**config.mk**
```make
export PLATFORM = sky130hd
export DESIGN_NAME = opcode_decoder
export DESIGN_NICKNAME = d
export VERILOG_FILES = /design/src/verilog/cpu_decode_pkg.sv /design/src/verilog/opcode_class_if.sv /design/src/verilog/opcode_decoder.sv /design/src/verilog/opcode_classifier.sv
export SDC_FILE = /design/constraint.sdc
export NUM_CORES = 1
export LEC_CHECK = 0
export ABC_AREA = 1
export BUFFER_PORTS_ARGS = -buffer_cell sky130_fd_sc_hd__buf_2
export CORE_ASPECT_RATIO = 0.5
export CORE_MARGIN = 2
export CORE_UTILIZATION = 57
export DETAILED_ROUTE_END_ITERATION = 10
export HOLD_SLACK_MARGIN = 0.02
export MAX_ROUTING_LAYER = met4
export PLACE_DENSITY = 0.8
export REMOVE_ABC_BUFFERS = 1
export SYNTH_ARGS = -nofsm -noshare
export SYNTH_HDL_FRONTEND = slang
export SYNTH_HIERARCHICAL = 1
export SYNTH_SLANG_ARGS = --single-unit
```
**constraint.sdc**
```tcl
create_clock -name ref_clk -period 3.35 [get_ports ref_clk]
set_input_delay 0.1675 -clock ref_clk [delete_from_list [all_inputs] [get_ports ref_clk]]
set_output_delay 0.1675 -clock ref_clk [all_outputs]
set_load 0.02 [all_outputs]
```
**src/verilog/cpu_decode_pkg.sv**
```systemverilog
// package: opcode encodings, field positions and operation classes of the decoder
package cpu_decode_pkg;

  typedef enum logic [4:0] {
    OP_ILLEGAL, OP_SUM, OP_SUM_CARRY, OP_MINUS, OP_MINUS_BORROW, OP_COMPARE,
    OP_UNSIGNED_PRODUCT, OP_SIGNED_PRODUCT, OP_UNSIGNED_QUOTIENT, OP_SIGNED_QUOTIENT,
    OP_ASCII_PRODUCT_FIX, OP_ASCII_QUOTIENT_FIX, OP_ASCII_SUM_FIX, OP_BCD_SUM_FIX,
    OP_ASCII_MINUS_FIX, OP_BCD_MINUS_FIX, OP_BYTE_SIGN_WIDEN, OP_WORD_SIGN_WIDEN,
    OP_TABLE_LOOKUP, OP_EFF_ADDR_LOAD, OP_FAR_PTR_LOAD_DATA_SEG,
    OP_FAR_PTR_LOAD_EXTRA_SEG, OP_FLAGS_TO_HIGH_ACC, OP_HIGH_ACC_TO_FLAGS,
    OP_COPY_SEG_TO_RM, OP_COPY_RM_TO_SEG
  } op_e;

  // field positions
  localparam int W_BIT = 0;
  localparam int D_BIT = 1;
  localparam int S_BIT = 1;

  localparam logic [1:0] MOD_NO_DISP  = 2'h0;
  localparam logic [1:0] MOD_DISP8    = 2'h1;
  localparam logic [1:0] MOD_REG      = 2'h3;
  localparam logic [2:0] RM_DIRECT    = 3'h6;
  localparam logic [1:0] SW_WORD_IMM  = 2'h1;
  localparam logic [1:0] SW_SEXT_IMM  = 2'h3;
  localparam logic [1:0] LEN_NONE     = 2'h0;
  localparam logic [1:0] LEN_ONE      = 2'h1;
  localparam logic [1:0] LEN_TWO      = 2'h2;

  // extension codes in the middle field of the addressing-form byte
  localparam logic [2:0] EXT_SUM      = 3'h0;
  localparam logic [2:0] EXT_CARRY    = 3'h2;
  localparam logic [2:0] EXT_BORROW   = 3'h3;
  localparam logic [2:0] EXT_MINUS    = 3'h5;
  localparam logic [2:0] EXT_COMPARE  = 3'h7;
  localparam logic [2:0] EXT_UPROD    = 3'h4;
  localparam logic [2:0] EXT_SPROD    = 3'h5;
  localparam logic [2:0] EXT_UQUOT    = 3'h6;
  localparam logic [2:0] EXT_SQUOT    = 3'h7;

  localparam logic [7:0] ASCII_FIX_SECOND = 8'h0A;
  localparam int         MAX_INST_LEN     = 6;

  // opcode patterns; a family is its first code plus the span of codes above it
  localparam logic [7:0] SPAN_RM          = 8'h03;
  localparam logic [7:0] SPAN_ACC         = 8'h01;
  localparam logic [7:0] OPC_SUM_RM       = 8'h00;
  localparam logic [7:0] OPC_SUM_ACC      = 8'h04;
  localparam logic [7:0] OPC_CARRY_RM     = 8'h10;
  localparam logic [7:0] OPC_CARRY_ACC    = 8'h14;
  localparam logic [7:0] OPC_BORROW_RM    = 8'h18;
  localparam logic [7:0] OPC_BORROW_ACC   = 8'h1C;
  localparam logic [7:0] OPC_MINUS_RM     = 8'h28;
  localparam logic [7:0] OPC_MINUS_ACC    = 8'h2C;
  localparam logic [7:0] OPC_CMP_RM       = 8'h38;
  localparam logic [7:0] OPC_CMP_ACC      = 8'h3C;
  localparam logic [7:0] OPC_IMM_GRP      = 8'h80;
  localparam logic [7:0] OPC_PROD_QUOT    = 8'hF6;
  localparam logic [7:0] OPC_ASCII_PROD   = 8'hD4;
  localparam logic [7:0] OPC_ASCII_QUOT   = 8'hD5;
  localparam logic [7:0] OPC_ASCII_SUM    = 8'h37;
  localparam logic [7:0] OPC_BCD_SUM      = 8'h27;
  localparam logic [7:0] OPC_ASCII_MINUS  = 8'h3F;
  localparam logic [7:0] OPC_BCD_MINUS    = 8'h2F;
  localparam logic [7:0] OPC_BYTE_WIDEN   = 8'h98;
  localparam logic [7:0] OPC_WORD_WIDEN   = 8'h99;
  localparam logic [7:0] OPC_LOOKUP       = 8'hD7;
  localparam logic [7:0] OPC_EA_LOAD      = 8'h8D;
  localparam logic [7:0] OPC_FAR_DATA_SEG = 8'hC5;
  localparam logic [7:0] OPC_FAR_EXTRA    = 8'hC4;
  localparam logic [7:0] OPC_FLAGS_TO_AH  = 8'h9F;
  localparam logic [7:0] OPC_AH_TO_FLAGS  = 8'h9E;
  localparam logic [7:0] OPC_SEG_TO_RM    = 8'h8C;
  localparam logic [7:0] OPC_RM_TO_SEG    = 8'h8E;

  // displacement bytes implied by an addressing-form byte
  function automatic logic [1:0] disp_len_f(input logic [7:0] modrm);
    logic [1:0] n;
    n = LEN_NONE;
    if (modrm[7:6] == MOD_NO_DISP && modrm[2:0] == RM_DIRECT) begin
      n = LEN_TWO;
    end else if (modrm[7:6] == MOD_DISP8) begin
      n = LEN_ONE;
    end else if (modrm[7:6] != MOD_REG && modrm[7:6] != MOD_NO_DISP) begin
      n = LEN_TWO;
    end
    return n;
  endfunction

endpackage

```
**src/verilog/opcode_class_if.sv**
```systemverilog
// interface: opcode and addressing byte out, classification back
`timescale 1ns/1ns
interface opcode_class_if;
  import cpu_decode_pkg::*;
  logic [7:0] opcode;
  logic [7:0] modrm;
  op_e        op;
  logic       needs_modrm;
  logic       fixed_second;
  logic [1:0] disp_len;
  logic [1:0] imm_len;
  logic       size_sel;
  logic       to_reg;
  logic       sext;
  logic       rm_is_reg;

  modport requester (output opcode, modrm, input op, needs_modrm, fixed_second,
                     disp_len, imm_len, size_sel, to_reg, sext, rm_is_reg);
  modport classifier (input opcode, modrm, output op, needs_modrm, fixed_second,
                      disp_len, imm_len, size_sel, to_reg, sext, rm_is_reg);
endinterface

```
**src/verilog/opcode_decoder.sv**
```systemverilog
// opcode decoder: collects instruction bytes from the prefetch queue and decodes them
`timescale 1ns/1ns

// Behaviour
// - sum family with register and register-or-memory operands; direction and width bits
// - second immediate byte only for sign/size 01, or word accumulator forms
// - minus families with register-or-memory operands honour direction and width bits
// - one opcode with width bit; extension 100 unsigned, 101 signed product
// - same opcode; extension 110 unsigned, 111 signed quotient
// - ascii product fix is two bytes, second byte fixed
// - ascii quotient fix is two bytes with the same fixed second byte
// - single-byte bcd fix after subtraction, no addressing byte
// - single byte widens low accumulator byte to full accumulator
// - single byte widens accumulator into accumulator and data register
// - single-byte ascii and bcd fixes after addition, no operand bytes
// - single-byte ascii fix after subtraction, no operand bytes
// - single-byte table lookup indexed by low accumulator byte
// - effective-address load writes the address into the selected register
// - far-pointer loads into a register and data or extra segment
// - single-byte transfers between low flags and high accumulator byte
// - segment copies both ways, segment chosen by the addressing byte
// - width bit set means word, clear means byte
// - sign/size 11 sign-extends the single immediate byte
// - addressing form 11 makes the operand locator a register selector
module opcode_decoder
  import cpu_decode_pkg::*;
#(
  parameter int unsigned LEN_W = 3
) (
  input  wire logic                   ref_clk,
  input  wire logic                   reset_n,
  input  wire logic                   byte_valid,
  input  wire logic [7:0]             byte_data,
  output logic                        byte_ready,
  output logic                        inst_valid,
  output cpu_decode_pkg::op_e         inst_op,
  output logic                        size_sel,
  output logic                        to_reg_flag,
  output logic                        rm_is_reg,
  output logic [1:0]                  addr_form_field,
  output logic [2:0]                  gpr_select_field,
  output logic [2:0]                  operand_locator_field,
  output logic [1:0]                  seg_sel,
  output logic [15:0]                 disp_value,
  output logic [15:0]                 imm_value,
  output logic                        imm_sign_extended,
  output logic [LEN_W-1:0]            inst_len
);
  import cpu_decode_pkg::*;

  if (LEN_W < 3 || (2 ** LEN_W) <= MAX_INST_LEN) begin : g_len_check
    $error("LEN_W too narrow for the longest instruction");
  end

  typedef enum logic [2:0] {
    ST_OPCODE  = 3'h0,
    ST_MODRM   = 3'h1,
    ST_DISP_LO = 3'h3,
    ST_DISP_HI = 3'h2,
    ST_IMM_LO  = 3'h6,
    ST_IMM_HI  = 3'h7,
    ST_EMIT    = 3'h5
  } dec_st_e;

  typedef struct packed {
    dec_st_e           st;
    logic              ready;
    logic              valid;
    logic [7:0]        opcode;
    logic [7:0]        modrm;
    op_e               op;
    logic              size_sel;
    logic              to_reg;
    logic              sext;
    logic              rm_is_reg;
    logic [1:0]        disp_len;
    logic [1:0]        imm_len;
    logic [15:0]       disp;
    logic [15:0]       imm;
    logic [LEN_W-1:0]  len;
  } dec_state_s;

  dec_state_s s_r;
  dec_state_s s_nxt;
  logic       take;

  opcode_class_if cls ();

  opcode_classifier u_classifier (
    .cls (cls)
  );

  assign take       = byte_valid && s_r.ready;
  assign cls.opcode = (s_r.st == ST_OPCODE) ? byte_data : s_r.opcode;
  assign cls.modrm  = (s_r.st == ST_MODRM) ? byte_data : s_r.modrm;

  // next state once the addressing byte (or the opcode) is consumed
  function automatic dec_st_e tail_st(input logic [1:0] dl, input logic [1:0] il);
    dec_st_e t;
    if (dl != LEN_NONE) begin
      t = ST_DISP_LO;
    end else if (il != LEN_NONE) begin
      t = ST_IMM_LO;
    end else begin
      t = ST_EMIT;
    end
    return t;
  endfunction

  always_comb begin
    s_nxt       = s_r;
    s_nxt.valid = 1'b0;
    unique case (s_r.st)
      ST_OPCODE: begin
        if (take) begin
          s_nxt.opcode    = byte_data;
          s_nxt.modrm     = 8'h00;
          s_nxt.disp      = 16'h0000;
          s_nxt.imm       = 16'h0000;
          s_nxt.len       = LEN_W'(1);
          s_nxt.op        = cls.op;
          s_nxt.size_sel  = cls.size_sel;
          s_nxt.to_reg    = cls.to_reg;
          s_nxt.sext      = cls.sext;
          s_nxt.imm_len   = cls.imm_len;
          s_nxt.disp_len  = LEN_NONE;
          s_nxt.rm_is_reg = 1'b0;
          // the fixed second byte of the ascii fixes rides in the addressing slot
          if (cls.needs_modrm || cls.fixed_second) begin
            s_nxt.st = ST_MODRM;
          end else begin
            s_nxt.st = tail_st(LEN_NONE, cls.imm_len);
          end
        end
      end
      ST_MODRM: begin
        if (take) begin
          s_nxt.modrm     = byte_data;
          s_nxt.len       = s_r.len + LEN_W'(1);
          s_nxt.op        = cls.op;
          s_nxt.disp_len  = cls.disp_len;
          s_nxt.rm_is_reg = cls.rm_is_reg;
          s_nxt.st        = tail_st(cls.disp_len, s_r.imm_len);
        end
      end
      ST_DISP_LO: begin
        if (take) begin
          // short displacement is sign-extended; the high byte overwrites it if present
          s_nxt.disp = {{8{byte_data[7]}}, byte_data};
          s_nxt.len  = s_r.len + LEN_W'(1);
          s_nxt.st   = (s_r.disp_len == LEN_TWO) ? ST_DISP_HI : tail_st(LEN_NONE, s_r.imm_len);
        end
      end
      ST_DISP_HI: begin
        if (take) begin
          s_nxt.disp[15:8] = byte_data;
          s_nxt.len        = s_r.len + LEN_W'(1);
          s_nxt.st         = tail_st(LEN_NONE, s_r.imm_len);
        end
      end
      ST_IMM_LO: begin
        if (take) begin
          s_nxt.imm = s_r.sext ? {{8{byte_data[7]}}, byte_data} : {8'h00, byte_data};
          s_nxt.len = s_r.len + LEN_W'(1);
          s_nxt.st  = (s_r.imm_len == LEN_TWO) ? ST_IMM_HI : ST_EMIT;
        end
      end
      ST_IMM_HI: begin
        if (take) begin
          s_nxt.imm[15:8] = byte_data;
          s_nxt.len       = s_r.len + LEN_W'(1);
          s_nxt.st        = ST_EMIT;
        end
      end
      ST_EMIT: s_nxt.st = ST_OPCODE;
      default: s_nxt.st = ST_OPCODE;
    endcase
    // no output buffer: the queue is held off for the one cycle a result is shown
    s_nxt.valid = (s_nxt.st == ST_EMIT);
    s_nxt.ready = (s_nxt.st != ST_EMIT);
  end

  always_ff @(posedge ref_clk or negedge reset_n) begin
    if (!reset_n) begin
      s_r <= '0;
    end else begin
      s_r <= s_nxt;
    end
  end

  assign byte_ready            = s_r.ready;
  assign inst_valid            = s_r.valid;
  assign inst_op               = s_r.op;
  assign size_sel              = s_r.size_sel;
  assign to_reg_flag           = s_r.to_reg;
  assign rm_is_reg             = s_r.rm_is_reg;
  assign addr_form_field       = s_r.modrm[7:6];
  assign gpr_select_field      = s_r.modrm[5:3];
  assign operand_locator_field = s_r.modrm[2:0];
  assign seg_sel               = s_r.modrm[4:3];
  assign disp_value            = s_r.disp;
  assign imm_value             = s_r.imm;
  assign imm_sign_extended     = s_r.sext;
  assign inst_len              = s_r.len;
endmodule

```
**src/verilog/opcode_classifier.sv**
```systemverilog
// combinational classifier of one opcode byte and its addressing byte
`timescale 1ns/1ns
module opcode_classifier (
  opcode_class_if.classifier cls
);
  import cpu_decode_pkg::*;

  logic [1:0] acc_len;

  // accumulator immediate forms carry a second byte only for words
  assign acc_len = cls.opcode[W_BIT] ? LEN_TWO : LEN_ONE;

  always_comb begin
    cls.op           = OP_ILLEGAL;
    cls.needs_modrm  = 1'b0;
    cls.fixed_second = 1'b0;
    cls.imm_len      = LEN_NONE;
    cls.size_sel     = cls.opcode[W_BIT];
    cls.to_reg       = cls.opcode[D_BIT];
    cls.sext         = 1'b0;
    unique case (cls.opcode) inside
      [OPC_SUM_RM:OPC_SUM_RM+SPAN_RM]: begin
        cls.op          = OP_SUM;
        cls.needs_modrm = 1'b1;
      end
      [OPC_CARRY_RM:OPC_CARRY_RM+SPAN_RM]: begin
        cls.op          = OP_SUM_CARRY;
        cls.needs_modrm = 1'b1;
      end
      [OPC_MINUS_RM:OPC_MINUS_RM+SPAN_RM]: begin
        cls.op          = OP_MINUS;
        cls.needs_modrm = 1'b1;
      end
      [OPC_BORROW_RM:OPC_BORROW_RM+SPAN_RM]: begin
        cls.op          = OP_MINUS_BORROW;
        cls.needs_modrm = 1'b1;
      end
      [OPC_CMP_RM:OPC_CMP_RM+SPAN_RM]: begin
        cls.op          = OP_COMPARE;
        cls.needs_modrm = 1'b1;
      end
      [OPC_SUM_ACC:OPC_SUM_ACC+SPAN_ACC], [OPC_CARRY_ACC:OPC_CARRY_ACC+SPAN_ACC],
      [OPC_MINUS_ACC:OPC_MINUS_ACC+SPAN_ACC], [OPC_BORROW_ACC:OPC_BORROW_ACC+SPAN_ACC],
      [OPC_CMP_ACC:OPC_CMP_ACC+SPAN_ACC]: begin
        cls.imm_len = acc_len;
        cls.to_reg  = 1'b1;
        unique case (cls.opcode[5:3])
          3'h0:    cls.op = OP_SUM;
          3'h2:    cls.op = OP_SUM_CARRY;
          3'h3:    cls.op = OP_MINUS_BORROW;
          3'h5:    cls.op = OP_MINUS;
          default: cls.op = OP_COMPARE;
        endcase
      end
      [OPC_IMM_GRP:OPC_IMM_GRP+SPAN_RM]: begin
        cls.needs_modrm = 1'b1;
        cls.to_reg      = 1'b0;
        cls.imm_len     = (cls.opcode[S_BIT:W_BIT] == SW_WORD_IMM) ? LEN_TWO : LEN_ONE;
        cls.sext        = (cls.opcode[S_BIT:W_BIT] == SW_SEXT_IMM);
        unique case (cls.modrm[5:3])
          EXT_SUM:     cls.op = OP_SUM;
          EXT_CARRY:   cls.op = OP_SUM_CARRY;
          EXT_BORROW:  cls.op = OP_MINUS_BORROW;
          EXT_MINUS:   cls.op = OP_MINUS;
          EXT_COMPARE: cls.op = OP_COMPARE;
          default:     cls.op = OP_ILLEGAL;
        endcase
      end
      [OPC_PROD_QUOT:OPC_PROD_QUOT+SPAN_ACC]: begin
        cls.needs_modrm = 1'b1;
        unique case (cls.modrm[5:3])
          EXT_UPROD: cls.op = OP_UNSIGNED_PRODUCT;
          EXT_SPROD: cls.op = OP_SIGNED_PRODUCT;
          EXT_UQUOT: cls.op = OP_UNSIGNED_QUOTIENT;
          EXT_SQUOT: cls.op = OP_SIGNED_QUOTIENT;
          default:   cls.op = OP_ILLEGAL;
        endcase
      end
      // a wrong second byte makes the pair illegal rather than a different fix
      OPC_ASCII_PROD: begin
        cls.fixed_second = 1'b1;
        cls.size_sel     = 1'b0;
        cls.op = (cls.modrm == ASCII_FIX_SECOND) ? OP_ASCII_PRODUCT_FIX : OP_ILLEGAL;
      end
      OPC_ASCII_QUOT: begin
        cls.fixed_second = 1'b1;
        cls.op = (cls.modrm == ASCII_FIX_SECOND) ? OP_ASCII_QUOTIENT_FIX : OP_ILLEGAL;
      end
      OPC_ASCII_SUM:   cls.op = OP_ASCII_SUM_FIX;
      OPC_BCD_SUM:     cls.op = OP_BCD_SUM_FIX;
      OPC_ASCII_MINUS: cls.op = OP_ASCII_MINUS_FIX;
      OPC_BCD_MINUS:   cls.op = OP_BCD_MINUS_FIX;
      OPC_BYTE_WIDEN:  cls.op = OP_BYTE_SIGN_WIDEN;
      OPC_WORD_WIDEN:  cls.op = OP_WORD_SIGN_WIDEN;
      OPC_LOOKUP:      cls.op = OP_TABLE_LOOKUP;
      OPC_FLAGS_TO_AH: cls.op = OP_FLAGS_TO_HIGH_ACC;
      OPC_AH_TO_FLAGS: cls.op = OP_HIGH_ACC_TO_FLAGS;
      OPC_EA_LOAD: begin cls.op = OP_EFF_ADDR_LOAD; cls.needs_modrm = 1'b1; end
      OPC_FAR_DATA_SEG: begin
        cls.op = OP_FAR_PTR_LOAD_DATA_SEG; cls.needs_modrm = 1'b1;
      end
      OPC_FAR_EXTRA: begin
        cls.op = OP_FAR_PTR_LOAD_EXTRA_SEG; cls.needs_modrm = 1'b1;
      end
      OPC_SEG_TO_RM: begin cls.op = OP_COPY_SEG_TO_RM; cls.needs_modrm = 1'b1; end
      OPC_RM_TO_SEG: begin cls.op = OP_COPY_RM_TO_SEG; cls.needs_modrm = 1'b1; end
      default:         cls.op = OP_ILLEGAL;
    endcase
  end

  // register operand forms carry no displacement
  assign cls.disp_len  = cls.needs_modrm ? disp_len_f(cls.modrm) : LEN_NONE;
  assign cls.rm_is_reg = cls.needs_modrm && (cls.modrm[7:6] == MOD_REG);

endmodule

```
## After elaboration in Yosys (flattened, before gate mapping)

Cells that the tools add are included.

| storage, ports and cells | value |
|---|---|
| memories | 0 |
| RAM bits | 0 |
| memory bits (read-only) | 0 |
| register bits after elaboration | 69 |
| input bits | 11 |
| latch bits | 0 |
| output and inout bits | 56 |

| cells by class | value |
|---|---|
| shift operators | 0 |
| multiply operators | 0 |
| reduce and logical (&&, ||, !) cells | 42 |
| eq/ne operators | 48 |
| div/mod/pow operators | 0 |
| $add $sub $neg | 1 |
| multiplexer cells | 48 |
| bitwise logic cells | 0 |
| magnitude comparators | 24 |

Operator list:

| operator | number |
|---|---|
| 5-bit case mux with 24 select lines | 1 |
| 8-bit equality test, second input constant | 12 |
| 56-bit 2-to-1 mux | 1 |
| 8-bit case mux with 3 select lines | 2 |
| 3-bit 2-to-1 mux | 11 |
| 8-bit by 6-bit equality test with 1-bit output, second input constant | 4 |
| 8-bit by 5-bit greater-or-equal comparator with 1-bit output, second input constant | 4 |
| 8-bit by 6-bit greater-or-equal comparator with 1-bit output, second input constant | 4 |
| 8-bit by 5-bit less-or-equal comparator with 1-bit output, second input constant | 4 |
| 8-bit by 6-bit less-or-equal comparator with 1-bit output, second input constant | 4 |
| 16-bit 2-to-1 mux | 2 |
| 8-bit case mux with 2 select lines | 2 |
| 3-bit equality test, second input constant | 9 |
| 13-bit case mux with 2 select lines | 1 |
| 8-bit 2-to-1 mux | 3 |
| 19-bit 2-to-1 mux | 1 |
| 3-bit by 2-bit equality test with 1-bit output, second input constant | 6 |
| 2-bit 2-to-1 mux | 9 |
| 3-bit case mux with 6 select lines | 1 |
| 8-bit greater-or-equal comparator, second input constant | 2 |
| 8-bit less-or-equal comparator, second input constant | 2 |
| 1-bit logical AND | 16 |
| 4-bit case mux with 4 select lines | 1 |
| 3-bit case mux with 5 select lines | 1 |
| other kinds (32) | 60 |

## Depth between registers and ports, before layout

Gate-level depths: netlist of the first run.

| logic depth | value |
|---|---|
| depth after elaboration | 13 |
| gate-level depth with buffers | 24 |
| mapped depth without buffers | 22 |

## By module

Netlist of the first run, hierarchy kept.

By module, submodules not included:

| module | instances | area an instance (sq um) | cells an instance |
|---|---|---|---|
| opcode_decoder | 1 | 3629.7 | 441 |
| opcode_classifier | 1 | 666.9 | 157 |

## Least setup slack after synthesis of the first run

OpenSTA, ideal clock, no wires.

| path | value |
|---|---|
| path kind | register -> register |
| start | register s_r[68] in the netlist's numbering |
| end | register s_r (netlist bit inst_valid) |
| cell stages (with the launch flop) | 24 |
| slack | 0.534 ns |
| arrival | 2.745 ns |
| setup time | 0.071 ns |
| required time | 3.279 ns |
| path through | dfrtp_1 > buf_6 > inv_2 > nand2_4 > nor2_4 > inv_2 > buf_2 > o21ai_0 > inv_2 > nand2_1 > nor2_1 > nand2_1 > nand2_1 > nor2_1 > nand3_2 > nand2_1 > inv_1 > nor2_1 > inv_1 > nor2_1 > nor2_1 > nor2_1 > nand2_1 > nor2_1 |

RTL lines:

| what | RTL line | RTL |
|---|---|---|
| start, declared | opcode_decoder.sv:83 | `dec_state_s s_r;` |
| start signal, assigned | opcode_decoder.sv:187 | `s_r <= s_nxt;` |

==> impl_metrics.json, run 1 <==
{
  "grt_pass1_vias": 3409,
  "vias_per_cell": 5.29,
  "p_per_area_nw_per_um2": 971,
  "p_sw_mw": 2.18,
  "numCtsBuffers": 9,
  "cts_max_path_buffers": 2,
  "holdCritPathClass": "in -> reg",
  "cp.arrival_ns": 3.24,
  "yosysWarnings": 6,
  "die_height_um": 65.4,
  "post-cts-setup-buffer-count": 0,
  "nNetsFinal": 632,
  "crit_path_start": "s_r[66]",
  "ant_nets": 0,
  "drive_gt1_frac": 0.197,
  "regToRegEndpoint": "inst_valid",
  "fp.dieW_um": 127,
  "grt_max_degree": 51,
  "setup_ws_ns": 0.335,
  "netlist_instances": 598,
  "cts_sinks": 69,
  "yosys.area.top_type_share": 0.402,
  "finClkSkew_ns": 0.00890,
  "ir_worst_vdd_mv": 0.390,
  "dp.final_hpwl_um": 7720,
  "period_minus_slack_ns": 3.01,
  "critical_path_class": "reg -> reg",
  "grt_pass1_wl_um": 17200,
  "start_kind": "flop",
  "avgSynthCellArea_sq_um": 7.18,
  "swShare": 0.481,
  "synthesis.area_sq_um": 4300,
  "die_area_sq_um": 8290,
  "root_buffer": "clkbuf_16",
  "crit_fanout": 17,
  "p_seq_frac": 0.265,
  "regToRegStartpoint": "s_r[66]",
  "status": "completed",
  "start_util": 0.587,
  "ys_ff_latch": 69,
  "row_count": 22,
  "drt_iter0_drc": 342,
  "antenna_found_initial": 0,
  "yosysSeqAreaShare": 0.402,
  "clk_pin_slew_ns": 0.06,
  "hold_viol": 0,
  "p_comb_frac": 0.519,
  "r2r_slack_ns": 0.34,
  "synthTopCellsByArea": "dfrtp_1 (40%), nand2_1 (16%), buf_4 (8.9%)",
  "reg2regPathDepth": 17,
  "cts_tree": "built",
  "tightest_slew_ns": 0.691,
  "fmax_ghz": 0.332,
  "max_slew_margin": 0.539,
  "max_cap_viol_count": 0,
  "cell_internal_pwr_mw": 2.35,
  "synth.distinct_cells": 32,
  "place_inst": 704,
  "num_vias": 3813,
  "htreeDepth": 3,
  "clk_latency_ns": 0.34,
  "finalSetupTns_ns": 0,
  "setup_viol": 0,
  "final_cells": 721,
  "core_area_sq_um": 7320,
  "p_clk_frac": 0.216,
  "overflow": 0,
  "wl_um": 10400,
  "io_buffer_count": 66,
  "areaGrowthSynthToFinish_pct": 8.44,
  "leakagePower_nw": 2.56,
  "wire_per_inst_um": 14.4,
  "drt_first_pass_iters": 5,
  "worstPathRequired_ns": 3.57,
  "globalplace.congestion": 0.922,
  "grt_usage": 0.276,
  "rsz0062_at_grt": "false",
  "endpoint_kind": "flop",
  "yosysTopAreaCell": "dfrtp_1",
  "pre_cts_ws_ns": 0.411,
  "io_pins": 67,
  "drv_slew": 0,
  "crit_path_end": "inst_valid",
  "num_antenna_cells": 0,
  "drc": 0,
  "period_share": 0.900
}
-- layout by cell type (no fill, tap or decap), drive strengths merged --
cell / netlist / layout
clkbuf: 1 / 10
or2: 1 / 1
nand3: 34 / 34
dfrtp: 69 / 69
bufinv: 0 / 1
ha: 1 / 1
dlygate4sd3: 0 / 1
o211ai: 2 / 2
a32o: 2 / 2
a21oi: 11 / 11
nand4: 3 / 3
inv: 68 / 70
o2111ai: 1 / 1
nand2: 186 / 186
nor2: 63 / 63
nor3: 4 / 4
o22ai: 8 / 8
buf: 65 / 76
nand3b: 1 / 1
clkinvlp: 0 / 3
o21ai: 78 / 78
-- final cells by class --
class,instances,area (sq um)
Inverter,68,258
Clock buffer,10,239
Clock inverter,6,70.1
Sequential cell,69,1730
Fill cell,643,2660
Tap cell,96,120
Timing Repair Buffer,77,415
Multi-Input combinational cell,395,1830
-- cell families after synthesis --
family | Yosys count | synth area share
DFF | 69 | 0.402
and+or+nand+nor | 292 | 0.291
AOI/OAI and AO/OA | 102 | 0.132
adders and majority gates | 1 | 0.00291
buffers and inverters | 134 | 0.172
-- metrics by stage --
stage | cell area (sq um) | power, mW | hold WS, ns | util
after detailed placement | 4340 | 3.52 | 0.145 | 0.593
after global placement | 4340 | 3.50 | 0.128 | 0.593
after CTS | 4660 | 4.51 | 0.168 | 0.636
final | 4660 | 4.52 | 0.165 | 0.636
after global routing | 4660 | 4.91 | 0.186 | 0.636
after floorplan | 3810 | 2.80 | -0.128 | -
-- layer usage --
layer | track usage | up-vias | share of wire
li1 | - | 1891 | -
met1 | 0.379 | 1761 | 0.46
met2 | 0.416 | 145 | 0.44
met3 | 0.0660 | 16 | 0.084
met4 | 0.0769 | 0 | 0.016
met5 | - | - | 0
-- cell usage after synthesis --
| cell | instances |
|---|---|
| dfrtp_1 | 69 |
| inv_1 | 60 |
| o22ai_1 | 8 |
| buf_6 | 4 |
| o21ai_1 | 6 |
| nand2_1 | 180 |
| inv_2 | 7 |
| o21ai_4 | 1 |
| a21oi_4 | 1 |
| nor2_1 | 54 |
| o211ai_1 | 2 |
| nand3_4 | 1 |
| nor3_1 | 4 |
| or2_2 | 1 |
| a21oi_1 | 10 |
| nand3_2 | 3 |
| nand2_4 | 2 |
| a32o_1 | 2 |
| o21ai_2 | 1 |
| nand2_2 | 4 |
| nor2_4 | 4 |
| inv_4 | 1 |
| o2111ai_1 | 1 |
| o21ai_0 | 70 |
| ha_1 | 1 |
| nand3_1 | 30 |
| nand4_1 | 3 |
| clkbuf_1 | 1 |
| nor2_2 | 5 |
| buf_2 | 10 |
| nand3b_1 | 1 |
| buf_4 | 51 |
-- power groups by stage --
stage / Combinational [mW] / Sequential [mW] / Clock, mW
final: 2.35 / 1.20 / 0.976
after global routing: 2.65 / 1.23 / 1.03
after CTS: 2.33 / 1.20 / 0.983
after detailed placement: 2.31 / 1.21 / 0
after global placement: 2.30 / 1.20 / 0
after floorplan: 1.38 / 1.42 / 0
-- worst min-delay path by stage --
stage            startpoint                        to  slack (ns)  cells after the start
6_report       byte_data[0]  operand_locator_field[0]        0.17                      3
5_1_grt        byte_data[5]       gpr_select_field[2]        0.19                      3
4_1_cts        byte_data[0]  operand_locator_field[0]        0.17                      3
3_5_place_dp        reset_n                  size_sel        0.14                      1
3_3_place_gp        reset_n                  size_sel        0.13                      1
2_1_floorplan       reset_n        addr_form_field[0]       -0.13                      0
-- worst max-delay path: stages (launching register included) --
cell     delay (ns)
dfrtp_1        0.52
nor2_4         0.23
inv_2          0.15
nand2_1        0.08
o21ai_0        0.10
buf_4          0.19
inv_2          0.06
buf_4          0.13
nand2_1        0.05
nor3_1         0.39
nand2_1        0.21
o21ai_0        0.27
or2_2          0.17
nand2_1        0.06
nor2_1         0.12
nor2_1         0.06
nand2_1        0.08
nor2_1         0.04
-- repair_timing --
item / CTS / global route
endpoints found under the setup margin: 0 / 3
hold buffers: 1 / 0
hold endpoints to repair: 19 / 0
resized for setup: 0 / 1
Power figures use the tool's default switching activity.
==> run 2: changes to the inputs <==
--- a/config.mk
+++ b/config.mk
@@ -5,7 +5,6 @@
 export SDC_FILE = /design/constraint.sdc
 export NUM_CORES = 1
 export LEC_CHECK = 0
-export ABC_AREA = 1
 export BUFFER_PORTS_ARGS = -buffer_cell sky130_fd_sc_hd__buf_2
 export CORE_ASPECT_RATIO = 0.5
 export CORE_MARGIN = 2
==> run 2 against run 1 <==
  * First-iteration DRC count is 4.7% lower
  * Flip-flop and latch count did not move
  * Power increased by 2.3%
  * Fmax is 2.2% lower
  * Die area fell by 1.6%
  * Combinational power is essentially flat
  * Critical path depth fell by 6
==> impl_metrics.json, run 2 <==
{
  "place_inst": 558,
  "root_buffer": "clkbuf_16",
  "finalPower_mw": 4.63,
  "synthesis.area_sq_um": 4230,
  "wire_per_inst_um": 16.4,
  "num_vias": 3273,
  "ant_nets": 0,
  "r2r_slack_ns": 0.27,
  "grt_max_degree": 47,
  "dpl_cell_area_sq_um": 4250,
  "synthArstFlopShare": 1.00,
  "avgSynthCellArea_sq_um": 9.17,
  "cts_sinks": 69,
  "period_minus_slack_ns": 3.08,
  "max_slew_margin": 0.458,
  "leakagePower_nw": 2.15,
  "tightest_slew_ns": 0.806,
  "final_cells": 576,
  "synth_compound_area_frac": 0.168,
  "drc": 0,
  "dp.final_hpwl_um": 6390,
  "drive_gt1_frac": 0.281,
  "final_cell_mix": "dfrtp_1 (69), nand2_1 (66), buf_2 (66)",
  "yosys_most_used_dff": "dfrtp_1",
  "endpoint_kind": "flop",
  "yosys.area.top_type_share": 0.409,
  "fmax_ghz": 0.324,
  "yosysSeqAreaShare": 0.409,
  "die_area_sq_um": 8160,
  "worstPathRequired_ns": 3.57,
  "whs_ns": 0.183,
  "overflow": 0,
  "synth.distinct_cells": 61,
  "status": "completed",
  "crit_path_end": "inst_valid",
  "nNetsFinal": 487,
  "synth_enable_flop_cells": 0,
  "critical_path_class": "reg -> reg",
  "globalplace.congestion": 0.987,
  "cts_tree": "built",
  "numCtsBuffers": 9,
  "synthTopCellsByArea": "dfrtp_1 (41%), buf_4 (9.6%), nand2_1 (5.9%)",
  "netlist_instances": 461,
  "clk_pin_slew_ns": 0.06,
  "io_buffer_count": 66,
  "p_per_area_nw_per_um2": 1010,
  "start_kind": "flop",
  "synthSimpleGateAreaFrac": 0.201,
  "drv_slew": 0,
  "yosysWarnings": 6,
  "final_common_cell": "dfrtp_1",
  "drt_iter0_drc": 326,
  "cp.arrival_ns": 3.30,
  "pre_cts_ws_ns": 0.267,
  "setup_viol": 0,
  "synth_top_family_by_area": "simple AND/OR/NAND/NOR gates",
  "synth_common_cells": "dfrtp_1 (69), nand2_1 (66), buf_4 (54), o21ai_0 (43)",
  "setup_ws_ns": 0.268,
  "ys_ff_latch": 69,
  "hold_viol": 0,
  "vias_per_cell": 5.68,
  "crit_path_start": "s_r[68]",
  "htreeDepth": 3,
  "grt_pass1_wl_um": 15300,
  "antenna_found_initial": 0,
  "final_util": 0.630,
  "core_area_sq_um": 7270,
  "synthMuxAreaShare": 0.0805,
  "fin_area_sq_um": 4580,
  "cts_max_path_buffers": 2,
  "num_antenna_cells": 0,
  "grt_pass1_vias": 3017,
  "reg2regPathDepth": 11,
  "io_pins": 67,
  "start_util": 0.582,
  "period_share": 0.920,
  "wl_um": 9450,
  "regToRegEndpoint": "inst_valid",
  "areaGrowthSynthToFinish_pct": 8.35,
  "crit_fanout": 8,
  "max_cap_viol_count": 0,
  "yosysTopAreaCell": "dfrtp_1",
  "rsz0062_at_grt": "false",
  "yosysMostFrequentCell": "dfrtp_1",
  "finClkSkew_ns": 0.00695,
  "synth_xor_area_frac": 0,
  "clk_latency_ns": 0.33,
  "die_height_um": 64.9,
  "regToRegStartpoint": "s_r[68]",
  "drt_first_pass_iters": 4,
  "holdCritPathClass": "in -> async",
  "ir_worst_vdd_mv": 0.430,
  "fp.dieW_um": 126,
  "grt_usage": 0.247,
  "finalSetupTns_ns": 0,
  "row_count": 22,
  "yosys.area_share.adder": 0.00296
}
-- run 2: changes by cell type after synthesis, moves of 12 or more --
cell / previous run / this run
nand3_1: 30 / 3
inv_1: 60 / 15
nand2_1: 180 / 66
nor2_1: 54 / 14
nor2b_1: 0 / 12
mux2_2: 0 / 16
o21ai_0: 70 / 43
-- run 2: layout make-up --
class / instances / area (sq um)
Clock buffer: 9 / 225
Clock inverter: 7 / 73.8
Fill cell: 575 / 2690
Inverter: 16 / 60.1
Multi-Input combinational cell: 298 / 1920
Sequential cell: 69 / 1730
Tap cell: 96 / 120
Timing Repair Buffer: 81 / 458
-- run 2: kinds of logic (layout without fill, tap and decap cells) --
group	after synthesis	count (layout)
flops	69	69
buf+inv	94	113
fa+ha+maj	1	1
simple gates	156	156
mux	27	27
compound gates	114	114
-- run 2: worst min-delay path by stage --
| stage | end | slack [ns] | depth (start not counted) |
|---|---|---|---|
| after floorplan | addr_form_field[0] | -0.13 | 0 |
| after global placement | operand_locator_field[0] | -0.001 | 1 |
| after detailed placement | operand_locator_field[0] | -0.0009 | 1 |
| after CTS | disp_value[13] | 0.16 | 3 |
| after global routing | disp_value[13] | 0.18 | 3 |
| final | operand_locator_field[2] | 0.18 | 2 |
-- run 2: power breakdown --
group          internal [mW]  switching, mW
Clock                  0.577          0.368
Combinational          0.939           1.42
Sequential              1.13          0.195
-- run 2: per-layer routing --
metal,track usage,part of all wire
met1,0.325,0.47
met2,0.377,0.46
met3,0.0669,0.062
met4,0.0783,0.0083
met5,-,0
-- run 2: timing repair --
action | in CTS | in global routing
setup endpoints to repair | 0 | 1
buffers inserted | 0 | 1
hold endpoints to repair | 23 | 0
hold buffers | 1 | 0
gates resized for setup | 0 | 1
-- run 2: critical path, stage by stage (launching register included) --
cell and delay [ns]:
dfrtp_1 0.42, nor3_4 0.23, buf_12 0.15, mux2_2 0.34, or4_4 0.56, nor2_1 0.35, o21ai_0 0.16, nand2_1 0.10
nor2_1 0.06, nor4_1 0.25, o21bai_1 0.15, and3_1 0.20
